--- src/verilog/usc_pkg.sv ---
// usc_pkg: constants, encodings and state types of the serial status/control block
// assumes: one 200 MHz core clock, word-indexed register port, 16-bit data
// Notes on behaviour
// - tx event: each load, buffer emptied, or done
// - ir polarity sets encoded idle level
// - break sends start, twelve zeros, stop; self-clears
// - tx enable drives pin; clearing aborts, flushes
// - buffer full flag when no slot free
// - all-empty flag needs shifter and buffer empty
// - rx event at four, three, or every character
// - address detect keeps only ninth-bit-set characters in 9N format
// - rx idle flag high when not receiving
// - parity flag belongs to head character
// - framing flag belongs to head character
// - overrun sets on overflow; clearing flushes receiver
// - data available while rx buffer nonempty
// - status/control fields at fixed bit positions
// - reading rx data advances head and flags
// - break then sync: dummy, then sync follows
// - format codes: 9N, 8O, 8E, 8N
package usc_pkg;
  // ----------------------------------------------------------------
  // timing
  // ----------------------------------------------------------------
  localparam int         CLK_MHZ   = 200;
  localparam int         BIT_NS    = 80;
  localparam logic [7:0] BIT_CYC   = 8'((BIT_NS * CLK_MHZ + 999) / 1000);
  localparam logic [7:0] HALF_CYC  = BIT_CYC >> 1;
  localparam logic [7:0] IR_PULSE  = BIT_CYC >> 2;
  // ----------------------------------------------------------------
  // register indices
  // ----------------------------------------------------------------
  localparam logic [3:0] A_STA  = 4'h0;
  localparam logic [3:0] A_MODE = 4'h1;
  localparam logic [3:0] A_TXD  = 4'h2;
  localparam logic [3:0] A_RXD  = 4'h3;
  localparam logic [3:0] A_IST  = 4'h4;
  localparam logic [3:0] A_ICLR = 4'h5;
  localparam logic [3:0] A_IEN  = 4'h6;
  // ----------------------------------------------------------------
  // fields
  // ----------------------------------------------------------------
  localparam int B_TXSEL1 = 15;
  localparam int B_TXINV  = 14;
  localparam int B_TXSEL0 = 13;
  localparam int B_BRK    = 11;
  localparam int B_TXEN   = 10;
  localparam int B_TXBF   = 9;
  localparam int B_TX_ALL_EMPTY   = 8;
  localparam int B_RXSEL  = 6;
  localparam int B_ADDRESS_DETECT_ENABLE  = 5;
  localparam int B_RX_IDLE_FLAG  = 4;
  localparam int B_PARITY_ERROR_FLAG   = 3;
  localparam int B_FRAMING_ERROR_FLAG   = 2;
  localparam int B_OVERRUN_FLAG   = 1;
  localparam int B_RXDA   = 0;
  localparam int B_IR_CODEC_ENABLE   = 12;
  localparam int B_FMT    = 1;
  localparam logic [15:0] STA_WMASK = 16'hECE0;
  localparam int I_TX  = 0;
  localparam int I_RX  = 1;
  localparam int I_ERR = 2;
  localparam int IRQ_W = 3;
  // ----------------------------------------------------------------
  // encodings
  // ----------------------------------------------------------------
  localparam logic [1:0] TXSEL_EACH  = 2'b00;
  localparam logic [1:0] TXSEL_EMPTY = 2'b10;
  localparam logic [1:0] TXSEL_DONE  = 2'b01;
  localparam logic [1:0] RXSEL_FULL  = 2'b11;
  localparam logic [1:0] RXSEL_3Q    = 2'b10;
  localparam logic [1:0] FMT_9N      = 2'b11;
  localparam logic [1:0] FMT_8O      = 2'b10;
  localparam logic [1:0] FMT_8E      = 2'b01;
  localparam logic [1:0] FMT_8N      = 2'b00;
  // ----------------------------------------------------------------
  // fifo and frames
  // ----------------------------------------------------------------
  localparam int          FIFO_DEPTH = 4;
  localparam int          FIFO_W     = 11;
  localparam logic [2:0]  FIFO_FULL  = 3'h4;
  localparam int          H_PARITY_ERROR_FLAG     = 9;
  localparam int          H_FRAMING_ERROR_FLAG     = 10;
  localparam logic [13:0] BRK_FRAME  = 14'h2000;
  localparam logic [3:0]  BRK_BITS   = 4'hE;
  localparam logic [3:0]  BITS_8N    = 4'hA;
  localparam logic [3:0]  BITS_9     = 4'hB;
  typedef enum logic [1:0] {
    RX_IDLE  = 2'b00,
    RX_START = 2'b01,
    RX_DATA  = 2'b10,
    RX_STOP  = 2'b11
  } usc_rx_t;
  typedef enum logic {
    TX_IDLE  = 1'b0,
    TX_SHIFT = 1'b1
  } usc_tx_t;
endpackage

--- src/verilog/usc_fifo_if.sv ---
// usc_fifo_if: push/pop carrier between the control logic and a fifo
// assumes: all signals on the core clock
`timescale 1ns/100ps
interface usc_fifo_if;
  logic                       push;
  logic [usc_pkg::FIFO_W-1:0] wdata;
  logic                       pop;
  logic                       flush;
  logic [usc_pkg::FIFO_W-1:0] head;
  logic [2:0]                 count;
  logic                       full;
  logic                       empty;
  modport store (input push, wdata, pop, flush, output head, count, full, empty);
  modport user  (output push, wdata, pop, flush, input head, count, full, empty);
endinterface

--- src/verilog/usc_fifo.sv ---
// usc_fifo: four-entry character fifo with flush
// assumes: caller never pushes when full; flush wins over push
`timescale 1ns/100ps
module usc_fifo (
  input wire logic  clk,    // core clock
  input wire logic  rst_n,  // sync reset, low
  usc_fifo_if.store f       // fifo port
);
  typedef struct packed {
    logic [usc_pkg::FIFO_DEPTH-1:0][usc_pkg::FIFO_W-1:0] mem;
    logic [1:0]                                          rd;
    logic [1:0]                                          wr;
    logic [2:0]                                          cnt;
  } usc_fifo_st_t;

  usc_fifo_st_t q;
  usc_fifo_st_t d;

  always_comb begin
    d = q;
    if (f.pop && q.cnt != 3'h0) begin
      d.rd  = q.rd + 2'h1;
      d.cnt = d.cnt - 3'h1;
    end
    if (f.push && q.cnt != usc_pkg::FIFO_FULL) begin
      d.mem[q.wr] = f.wdata;
      d.wr        = q.wr + 2'h1;
      d.cnt       = d.cnt + 3'h1;
    end
    if (f.flush) begin
      d.rd  = '0;
      d.wr  = '0;
      d.cnt = '0;
    end
    if (!rst_n) begin
      d = '0;
    end
  end

  always_ff @(posedge clk) begin
    q <= d;
  end

  assign f.head  = q.mem[q.rd];
  assign f.count = q.cnt;
  assign f.full  = q.cnt == usc_pkg::FIFO_FULL;
  assign f.empty = q.cnt == 3'h0;
endmodule // usc_fifo

--- src/verilog/usc_top.sv ---
// usc_top: serial port status/control, transmitter, receiver, interrupts
// assumes: register master per plain strobe port; RX_PIN asynchronous
`timescale 1ns/100ps
module usc_top (
  input  wire logic        CORE_CLK,   // core clock
  input  wire logic        NRST,       // sync reset, low
  input  wire logic [3:0]  ADDR,       // register index
  input  wire logic [15:0] WDATA,      // write data
  input  wire logic        WR,         // write strobe
  input  wire logic        RD,         // read strobe
  output logic      [15:0] RDATA,      // read data, cycle after RD
  input  wire logic        RX_PIN,     // serial input
  output logic             TX_PIN_O,   // serial output level
  output logic             TX_PIN_OE,  // serial output enable
  output logic             IRQ         // level interrupt
);
  // ----------------------------------------------------------------
  // state
  // ----------------------------------------------------------------
  typedef struct packed {
    logic [15:0]          sta;
    logic                 overrun_flag;
    logic                 ir_codec_enable;
    logic [1:0]           fmt;
    logic [2:0]           ist;
    logic [2:0]           ien;
    logic [15:0]          rdata;
    logic                 irq;
    logic                 txo;
    logic                 txoe;
    logic                 txen_p;
    usc_pkg::usc_tx_t     ts;
    logic [13:0]          frm;
    logic [3:0]           nleft;
    logic [7:0]           tcnt;
    logic                 brkf;
    usc_pkg::usc_rx_t     rs;
    logic [7:0]           rcnt;
    logic [3:0]           rbits;
    logic [8:0]           rsh;
    logic [1:0]           rxs;
  } usc_state_t;

  usc_state_t q;
  usc_state_t d;

  logic                       tx_push;
  logic                       tx_pop;
  logic                       tx_flush;
  logic                       rx_push;
  logic                       rx_pop;
  logic                       rx_flush;
  logic                       rx_commit;
  logic [usc_pkg::FIFO_W-1:0] rx_wdata;
  logic [2:0]                 ev;
  logic [2:0]                 iclr;
  logic                       oclr;
  logic                       ovf;
  logic [15:0]                stat;
  logic [1:0]                 txsel;
  logic [1:0]                 rxsel;
  logic [8:0]                 rdat;
  logic                       parity_error_flag;
  logic                       bitv;
  logic                       rxl;
  logic [3:0]                 nb;

  // ----------------------------------------------------------------
  // buffers
  // ----------------------------------------------------------------
  usc_fifo_if txf ();
  usc_fifo_if rxf ();

  usc_fifo u_txf (
    .clk   (CORE_CLK),
    .rst_n (NRST),
    .f     (txf)
  );
  usc_fifo u_rxf (
    .clk   (CORE_CLK),
    .rst_n (NRST),
    .f     (rxf)
  );

  assign txf.push  = tx_push;
  assign txf.wdata = {2'b00, WDATA[8:0]};
  assign txf.pop   = tx_pop;
  assign txf.flush = tx_flush;
  assign rxf.push  = rx_push;
  assign rxf.wdata = rx_wdata;
  assign rxf.pop   = rx_pop;
  assign rxf.flush = rx_flush;

  // ----------------------------------------------------------------
  // next state
  // ----------------------------------------------------------------
  always_comb begin
    d         = q;
    tx_push   = 1'b0;
    tx_pop    = 1'b0;
    tx_flush  = 1'b0;
    rx_push   = 1'b0;
    rx_pop    = 1'b0;
    rx_flush  = 1'b0;
    rx_commit = 1'b0;
    ev        = '0;
    iclr      = '0;
    oclr      = 1'b0;
    ovf       = 1'b0;
    d.rxs     = {q.rxs[0], RX_PIN};
    rxl       = q.rxs[1];
    txsel     = {q.sta[usc_pkg::B_TXSEL1], q.sta[usc_pkg::B_TXSEL0]};
    rxsel     = q.sta[usc_pkg::B_RXSEL +: 2];
    nb        = (q.fmt == usc_pkg::FMT_8N) ? 4'h8 : 4'h9;

    // status word as software sees it
    stat = q.sta & usc_pkg::STA_WMASK;
    stat[usc_pkg::B_TXBF]  = txf.full;
    stat[usc_pkg::B_TX_ALL_EMPTY]  = txf.empty && q.ts == usc_pkg::TX_IDLE;
    stat[usc_pkg::B_RX_IDLE_FLAG] = q.rs == usc_pkg::RX_IDLE;
    stat[usc_pkg::B_PARITY_ERROR_FLAG]  = !rxf.empty && rxf.head[usc_pkg::H_PARITY_ERROR_FLAG];
    stat[usc_pkg::B_FRAMING_ERROR_FLAG]  = !rxf.empty && rxf.head[usc_pkg::H_FRAMING_ERROR_FLAG];
    stat[usc_pkg::B_OVERRUN_FLAG]  = q.overrun_flag;
    stat[usc_pkg::B_RXDA]  = !rxf.empty;

    // register writes
    if (WR) begin
      case (ADDR)
        usc_pkg::A_STA: begin
          d.sta = WDATA & usc_pkg::STA_WMASK;
          oclr  = q.overrun_flag && !WDATA[usc_pkg::B_OVERRUN_FLAG];
        end
        usc_pkg::A_MODE: begin
          d.ir_codec_enable = WDATA[usc_pkg::B_IR_CODEC_ENABLE];
          d.fmt  = WDATA[usc_pkg::B_FMT +: 2];
        end
        usc_pkg::A_TXD:  tx_push = !txf.full;
        usc_pkg::A_ICLR: iclr = WDATA[usc_pkg::IRQ_W-1:0];
        usc_pkg::A_IEN:  d.ien = WDATA[usc_pkg::IRQ_W-1:0];
        default: ;
      endcase
    end

    // register reads; data stand one cycle only
    d.rdata = '0;
    if (RD) begin
      case (ADDR)
        usc_pkg::A_STA: d.rdata = stat;
        usc_pkg::A_MODE: begin
          d.rdata[usc_pkg::B_IR_CODEC_ENABLE]     = q.ir_codec_enable;
          d.rdata[usc_pkg::B_FMT +: 2] = q.fmt;
        end
        usc_pkg::A_RXD: begin
          d.rdata[8:0] = rxf.head[8:0];
          rx_pop       = !rxf.empty;
        end
        usc_pkg::A_IST: d.rdata[usc_pkg::IRQ_W-1:0] = q.ist;
        usc_pkg::A_IEN: d.rdata[usc_pkg::IRQ_W-1:0] = q.ien;
        default: ;
      endcase
    end

    // transmitter
    d.txen_p = q.sta[usc_pkg::B_TXEN];
    if (q.txen_p && !q.sta[usc_pkg::B_TXEN]) begin
      tx_flush = 1'b1;
    end
    unique case (q.ts)
      usc_pkg::TX_IDLE: begin
        if (q.sta[usc_pkg::B_TXEN] && !txf.empty) begin
          tx_pop = 1'b1;
          d.ts   = usc_pkg::TX_SHIFT;
          d.tcnt = '0;
          if (q.sta[usc_pkg::B_BRK]) begin
            d.frm   = usc_pkg::BRK_FRAME;
            d.nleft = usc_pkg::BRK_BITS;
            d.brkf  = 1'b1;
          end else begin
            d.frm      = '1;
            d.frm[0]   = 1'b0;
            d.frm[8:1] = txf.head[7:0];
            unique case (q.fmt)
              usc_pkg::FMT_9N: d.frm[9] = txf.head[8];
              usc_pkg::FMT_8O: d.frm[9] = ~^txf.head[7:0];
              usc_pkg::FMT_8E: d.frm[9] = ^txf.head[7:0];
              usc_pkg::FMT_8N: d.frm[9] = 1'b1;
            endcase
            d.nleft = (q.fmt == usc_pkg::FMT_8N) ? usc_pkg::BITS_8N : usc_pkg::BITS_9;
          end
          if (txsel == usc_pkg::TXSEL_EACH ||
              (txsel == usc_pkg::TXSEL_EMPTY && txf.count == 3'h1 && !tx_push)) begin
            ev[usc_pkg::I_TX] = 1'b1;
          end
        end
      end
      usc_pkg::TX_SHIFT: begin
        if (q.tcnt == usc_pkg::BIT_CYC - 8'h01) begin
          d.tcnt  = '0;
          d.frm   = {1'b1, q.frm[13:1]};
          d.nleft = q.nleft - 4'h1;
          if (q.nleft == 4'h1) begin
            d.ts = usc_pkg::TX_IDLE;
            if (q.brkf) begin
              d.brkf                = 1'b0;
              d.sta[usc_pkg::B_BRK] = 1'b0;
            end
            if (txsel == usc_pkg::TXSEL_DONE && txf.empty) begin
              ev[usc_pkg::I_TX] = 1'b1;
            end
          end
        end else begin
          d.tcnt = q.tcnt + 8'h01;
        end
      end
    endcase
    if (!q.sta[usc_pkg::B_TXEN]) begin
      d.ts   = usc_pkg::TX_IDLE;
      d.brkf = 1'b0;
    end

    // pin level, with optional ir pulse encoding
    bitv = (d.ts == usc_pkg::TX_SHIFT) ? d.frm[0] : 1'b1;
    if (d.ir_codec_enable) begin
      d.txo = (!bitv && d.tcnt < usc_pkg::IR_PULSE) ?
              !d.sta[usc_pkg::B_TXINV] : d.sta[usc_pkg::B_TXINV];
    end else begin
      d.txo = bitv;
    end
    d.txoe = d.sta[usc_pkg::B_TXEN];

    // receiver
    unique case (q.rs)
      usc_pkg::RX_IDLE: begin
        if (!rxl) begin
          d.rs   = usc_pkg::RX_START;
          d.rcnt = '0;
        end
      end
      usc_pkg::RX_START: begin
        if (q.rcnt == usc_pkg::HALF_CYC - 8'h01) begin
          d.rcnt  = '0;
          d.rbits = '0;
          d.rs    = rxl ? usc_pkg::RX_IDLE : usc_pkg::RX_DATA;
        end else begin
          d.rcnt = q.rcnt + 8'h01;
        end
      end
      usc_pkg::RX_DATA: begin
        if (q.rcnt == usc_pkg::BIT_CYC - 8'h01) begin
          d.rcnt  = '0;
          d.rsh   = {rxl, q.rsh[8:1]};
          d.rbits = q.rbits + 4'h1;
          if (q.rbits == nb - 4'h1) begin
            d.rs = usc_pkg::RX_STOP;
          end
        end else begin
          d.rcnt = q.rcnt + 8'h01;
        end
      end
      usc_pkg::RX_STOP: begin
        if (q.rcnt == usc_pkg::BIT_CYC - 8'h01) begin
          rx_commit = 1'b1;
          d.rs      = usc_pkg::RX_IDLE;
        end else begin
          d.rcnt = q.rcnt + 8'h01;
        end
      end
    endcase

    // received character with its own error flags
    unique case (q.fmt)
      usc_pkg::FMT_8N: rdat = {1'b0, q.rsh[8:1]};
      usc_pkg::FMT_9N: rdat = q.rsh;
      default:         rdat = {1'b0, q.rsh[7:0]};
    endcase
    parity_error_flag = (q.fmt == usc_pkg::FMT_8E && ^q.rsh) ||
           (q.fmt == usc_pkg::FMT_8O && !(^q.rsh));
    rx_wdata = {!rxl, parity_error_flag, rdat};
    if (rx_commit) begin
      if (q.sta[usc_pkg::B_ADDRESS_DETECT_ENABLE] && q.fmt == usc_pkg::FMT_9N && !rdat[8]) begin
        rx_push = 1'b0;
      end else if (rxf.full) begin
        ovf    = 1'b1;
        d.overrun_flag = 1'b1;
        ev[usc_pkg::I_ERR] = 1'b1;
      end else if (!q.overrun_flag) begin
        rx_push = 1'b1;
        if ((rxsel == usc_pkg::RXSEL_FULL && rxf.count == 3'h3) ||
            (rxsel == usc_pkg::RXSEL_3Q && rxf.count == 3'h2) ||
            !rxsel[1]) begin
          ev[usc_pkg::I_RX] = 1'b1;
        end
      end
    end
    // a new overflow in the clearing cycle keeps the flag
    if (oclr && !ovf) begin
      d.overrun_flag   = 1'b0;
      rx_flush = 1'b1;
      d.rs     = usc_pkg::RX_IDLE;
    end

    // interrupts; a new event beats a clear
    d.ist = (q.ist & ~iclr) | ev;
    d.irq = |(d.ist & d.ien);

    if (!NRST) begin
      d     = '0;
      d.txo = 1'b1;
      d.rxs = 2'b11;
    end
  end

  always_ff @(posedge CORE_CLK) begin
    q <= d;
  end

  assign RDATA     = q.rdata;
  assign TX_PIN_O  = q.txo;
  assign TX_PIN_OE = q.txoe;
  assign IRQ       = q.irq;

  // ----------------------------------------------------------------
  // checks
  // ----------------------------------------------------------------
  logic [8:0] brk_len;
  always_ff @(posedge CORE_CLK) begin
    brk_len <= q.brkf ? brk_len + 9'h001 : 9'h000;
  end

  wire rd_sta = RD && ADDR == usc_pkg::A_STA;
endmodule // usc_top

--- config.mk ---
export PLATFORM = sky130hd
export DESIGN_NAME = usc_top
export DESIGN_NICKNAME = d
export VERILOG_FILES = /design/src/verilog/usc_pkg.sv /design/src/verilog/usc_fifo_if.sv /design/src/verilog/usc_fifo.sv /design/src/verilog/usc_top.sv
export SDC_FILE = /design/constraint.sdc
export NUM_CORES = 1
export LEC_CHECK = 0
export BUFFER_PORTS_ARGS = -buffer_cell sky130_fd_sc_hd__buf_2
export CAP_MARGIN = 40
export CORE_MARGIN = 2
export CORE_UTILIZATION = 65
export CTS_CLUSTER_DIAMETER = 200
export CTS_CLUSTER_SIZE = 12
export DETAILED_ROUTE_END_ITERATION = 8
export PLACE_DENSITY = 0.94
export SLEW_MARGIN = 20
export SYNTH_ARGS = -nofsm -noshare
export SYNTH_HDL_FRONTEND = slang
export SYNTH_SLANG_ARGS = --single-unit
--- constraint.sdc ---
create_clock -name CORE_CLK -period 8.6 [get_ports CORE_CLK]
set_clock_uncertainty 0.15 [all_clocks]
set_input_delay 2.15 -clock CORE_CLK [delete_from_list [all_inputs] [get_ports CORE_CLK]]
set_output_delay 2.15 -clock CORE_CLK [all_outputs]
set_load 0.03 [all_outputs]
==> summary.md <==
| Metric | Value |
|---|---|
| IR drop worst, VDD | about 0.13 mV |
| Synthesized flop and latch total | about 180 |
| Leak | around 3.3 nW |
| Max-Cap Viols | 0 |
| Total Power | between 1.5 and 2 mW |
| Hold Crit Class | reg2reg |
| Core area | 13140 µm² |
| Sequential area share after synthesis | 42.62% |
| Synth Area in Compound Gates | between 10% and 20% |
| Met2 Usage GRT | 46.44% |
| Final core occ | a little over two thirds |
| RSZ-0062 raised after global routing | false |
| GRT met3 Usage | approximately 6.6% |
| CTS clock-pin slew for the worst setup and hold paths | around 0.070 ns |
| Clock share of power | between 40% and 50% |
| Achievable clock frequency | between 200 and 250 MHz |
| Final Cell Area | a little over 9000 µm² |
| Post-synth EDFFs | 0 |
| Ys async rst share | 0% |
| Worst reg-to-reg path cell count | 8 |
| Post-Synthesis Cells | 941 |
| Initial Utilization | 65.79% |
| Total clock sinks | 184 |
| Internal power | roughly 1.4 mW |
| CTS buffer count | 17 |
| Die ar. | about 14000 µm² |
| Detailed placer's ending HPWL | around 12 mm |
| Syn nets | about 990 |
| Area of the mapped netlist | 8643 µm² |
| Total number of vias | 7147 |
| Via density | 6.376 |
| Final setup vio count | 0 |
| Clock latency on the worst-skew pair | ~0.44 ns |
| Yosys cell types | 65 |
| Post-CTS sizing | 0 |
| Sw Share | 21.57% |
| All-Layer GR Usage | between 20% and 30% |
| Synth Area per Inst | 9.185 µm² |
| Adder-Cell Fraction of Synth Area | slightly below 4% |
| Commonest cells after routing, fill and taps aside | dfxtp_1 (184), nor2_1 (117), nand2_1 (92), a21oi_1 (77), nand3_1 (56) |
| First-pass GRT wire length | around 33 mm |
| Status | complete, no violations |
| DP Cell Count | between 1000 and 1500 |
| Post-CTS Setup Repair Bufs | 0 |
| PnR worst setup slack | ~4.2 ns |
| Final hold violations | 0 |
| Sw power | 0.3716 mW |
| Power per Cell Area | around 190 nW/µm² |
| Post-Synth Simple-Gate Area | 18.73% |
| Area delta synth->final | 7.397% |
| Crit share post-route | between 50% and 60% |
| Grt total ovfl | 0 |
| Min Hold Slack | 0.2683 ns |
| Worst Tran Pin Value | roughly 0.8 ns |
| Reg power frac | between 40% and 50% |
| Share of cells above drive strength 1 | 13.54% |
| Startpoint types | input pin |
| Synth warn | 0 |
| Final Slew Violations | 0 |
| Final Wtd Congestion | about 0.85 |
| IO buf count | between 40 and 50 |
| Antenna diode count | 0 |
| Combinational family with the most area after synthesis | simple AND/OR/NAND/NOR gates |
| Die width | approximately 120 µm |
| Main synth FF type | dfxtp_1 |
| Post-Synth XOR/XNOR Area | under 10% |
| Met1 Usage GRT | roughly 36% |
| Clk buf depth | 2 |
| Placed Area | between 8000 and 9000 µm² |
| NumNets Final | a little under 1000 |
| Initial drt markers | between 800 and 900 |
| Site Rows | 42 |
| H-tree depth | 4 |
| WL final | ~20 mm |
| Multiplexer share of the synthesized area | 8.121% |
| FILL cells | approximately 900 |
| CP Capture Type | flip-flop |
| Most common cell after layout, fill and taps aside | dfxtp_1 |
| CTS tree | done |
| Multi-input combinational cell area | between 4000 and 5000 µm² |
| DR pass1 iterations | 7 |
| Worst path arrival time | 4.58 ns |
| Fin crit period | about 4.4 ns |
| GR peak layer | met2 |
| Routed len/inst | 17.90 µm |
| WS Path Type | in2reg |
| Hold depth | 1 |
| IO Pins | 44 |
| Comb pwr share | just over 3% |
| Register area | roughly 3700 µm² |
| Clk root buf | clkbuf_16 |
| Pre-CTS WS | between 3 and 4 ns |
| Post-route ant nets | 0 |
| Number of global-route vias before repair | between 6000 and 7000 |
| TNS Setup | 0 ns |
| Non-Filler Instances | 1121 |
| DR DRC count | 0 |
| Max_slew headroom | 45.95% |
| Die H | about 120 µm |
| CP max FO | 45 |
| Initial antenna violation count | 1 |
| Hold buffers post-CTS | 0 |
| Critical Path RT | 8.76 ns |
| Largest net degree at the start of global routing | 87 |
## area by class of cell
type / instances / share of cell area (%)
inverter: 25 / 1.038
clock inverter: 10 / 1.550
multi-input combinational: 654 / 47.05
sequential: 184 / 39.68
clock buffer: 21 / 5.068
tap: 176 / 2.372
timing repair buffer: 51 / 3.235
## state kept, by name (all words and copies together), names as in the netlist, named ones only
| signal | flops |
|---|---|
| q | 71 |
| IRQ | 1 |
| u_txf.f.count | 3 |
| RDATA | 16 |
| u_txf.q | 40 |
| u_rxf.f.count | 3 |
| TX_PIN_O | 1 |
| u_rxf.q | 48 |
## metal layers
layer  wire [µm]  share of wire, %  up-vias
met5          13             0.065        -
met4         612               3.0        2
met3        1652               8.2       73
met2        9698                48      365
met1        8094                40     3385
li1            -                 -     3322
## logic make-up (layout without fill, tap and decap cells)
family / Yosys count / in the layout
fa+ha+maj: 27 / 27
simple gates: 341 / 341
xor+xnor: 36 / 36
compound gates: 205 / 205
mux: 45 / 45
flops: 184 / 184
buf+inv: 103 / 107
## cell usage after synthesis, drive strengths merged, types with 9 or more instances
cell type | instances | area, µm²
clkbuf | 50 | 267.8
and2 | 12 | 85.08
xor2 | 11 | 96.34
ha | 27 | 337.8
a222oi | 9 | 90.09
nor2 | 117 | 439.2
buf | 27 | 231.5
inv | 25 | 93.84
mux4 | 20 | 450.4
a22oi | 21 | 157.7
nand3 | 56 | 280.3
a211oi | 47 | 372.9
nand2 | 92 | 345.3
xnor2 | 25 | 219.0
a21oi | 77 | 385.4
nand2b | 11 | 68.82
mux2i | 24 | 240.2
dfxtp | 184 | 3684
and3 | 13 | 83.83
o21ai | 20 | 100.1
## worst max-delay path: stages
cell and delay (ns):
buf_2 0.15, nand2b_1 0.22, nor4b_1 0.65, a21boi_4 0.27, buf_4 0.42, nand2_1 0.37, nand2_1 0.21, a21oi_1 0.09
## final timing paths
check | start | endpoint | slack, ns
max | ADDR[0] | u_txf.q[10]$_SDFFE_PN0P_ | 4.19
min | q[0]$_SDFF_PN1_ | q[1]$_SDFF_PN1_ | 0.27
max reg2reg | q[79]$_SDFFE_PN0P_ | u_rxf.q[25]$_SDFFE_PN0P_ | 5.29
min reg2reg | q[0]$_SDFF_PN1_ | q[1]$_SDFF_PN1_ | 0.27
## power by group through the flow
stage / Sequential, mW / Combinational, mW / Clock, mW
after detailed placement: 0.877 / 0.0508 / 0
after CTS: 0.858 / 0.0512 / 0.812
final: 0.858 / 0.0541 / 0.811
after global placement: 0.877 / 0.0493 / 0
after global routing: 0.858 / 0.0582 / 0.844
after floorplan: 0.876 / 0.0356 / 0
Power figures use the tool's default switching activity.
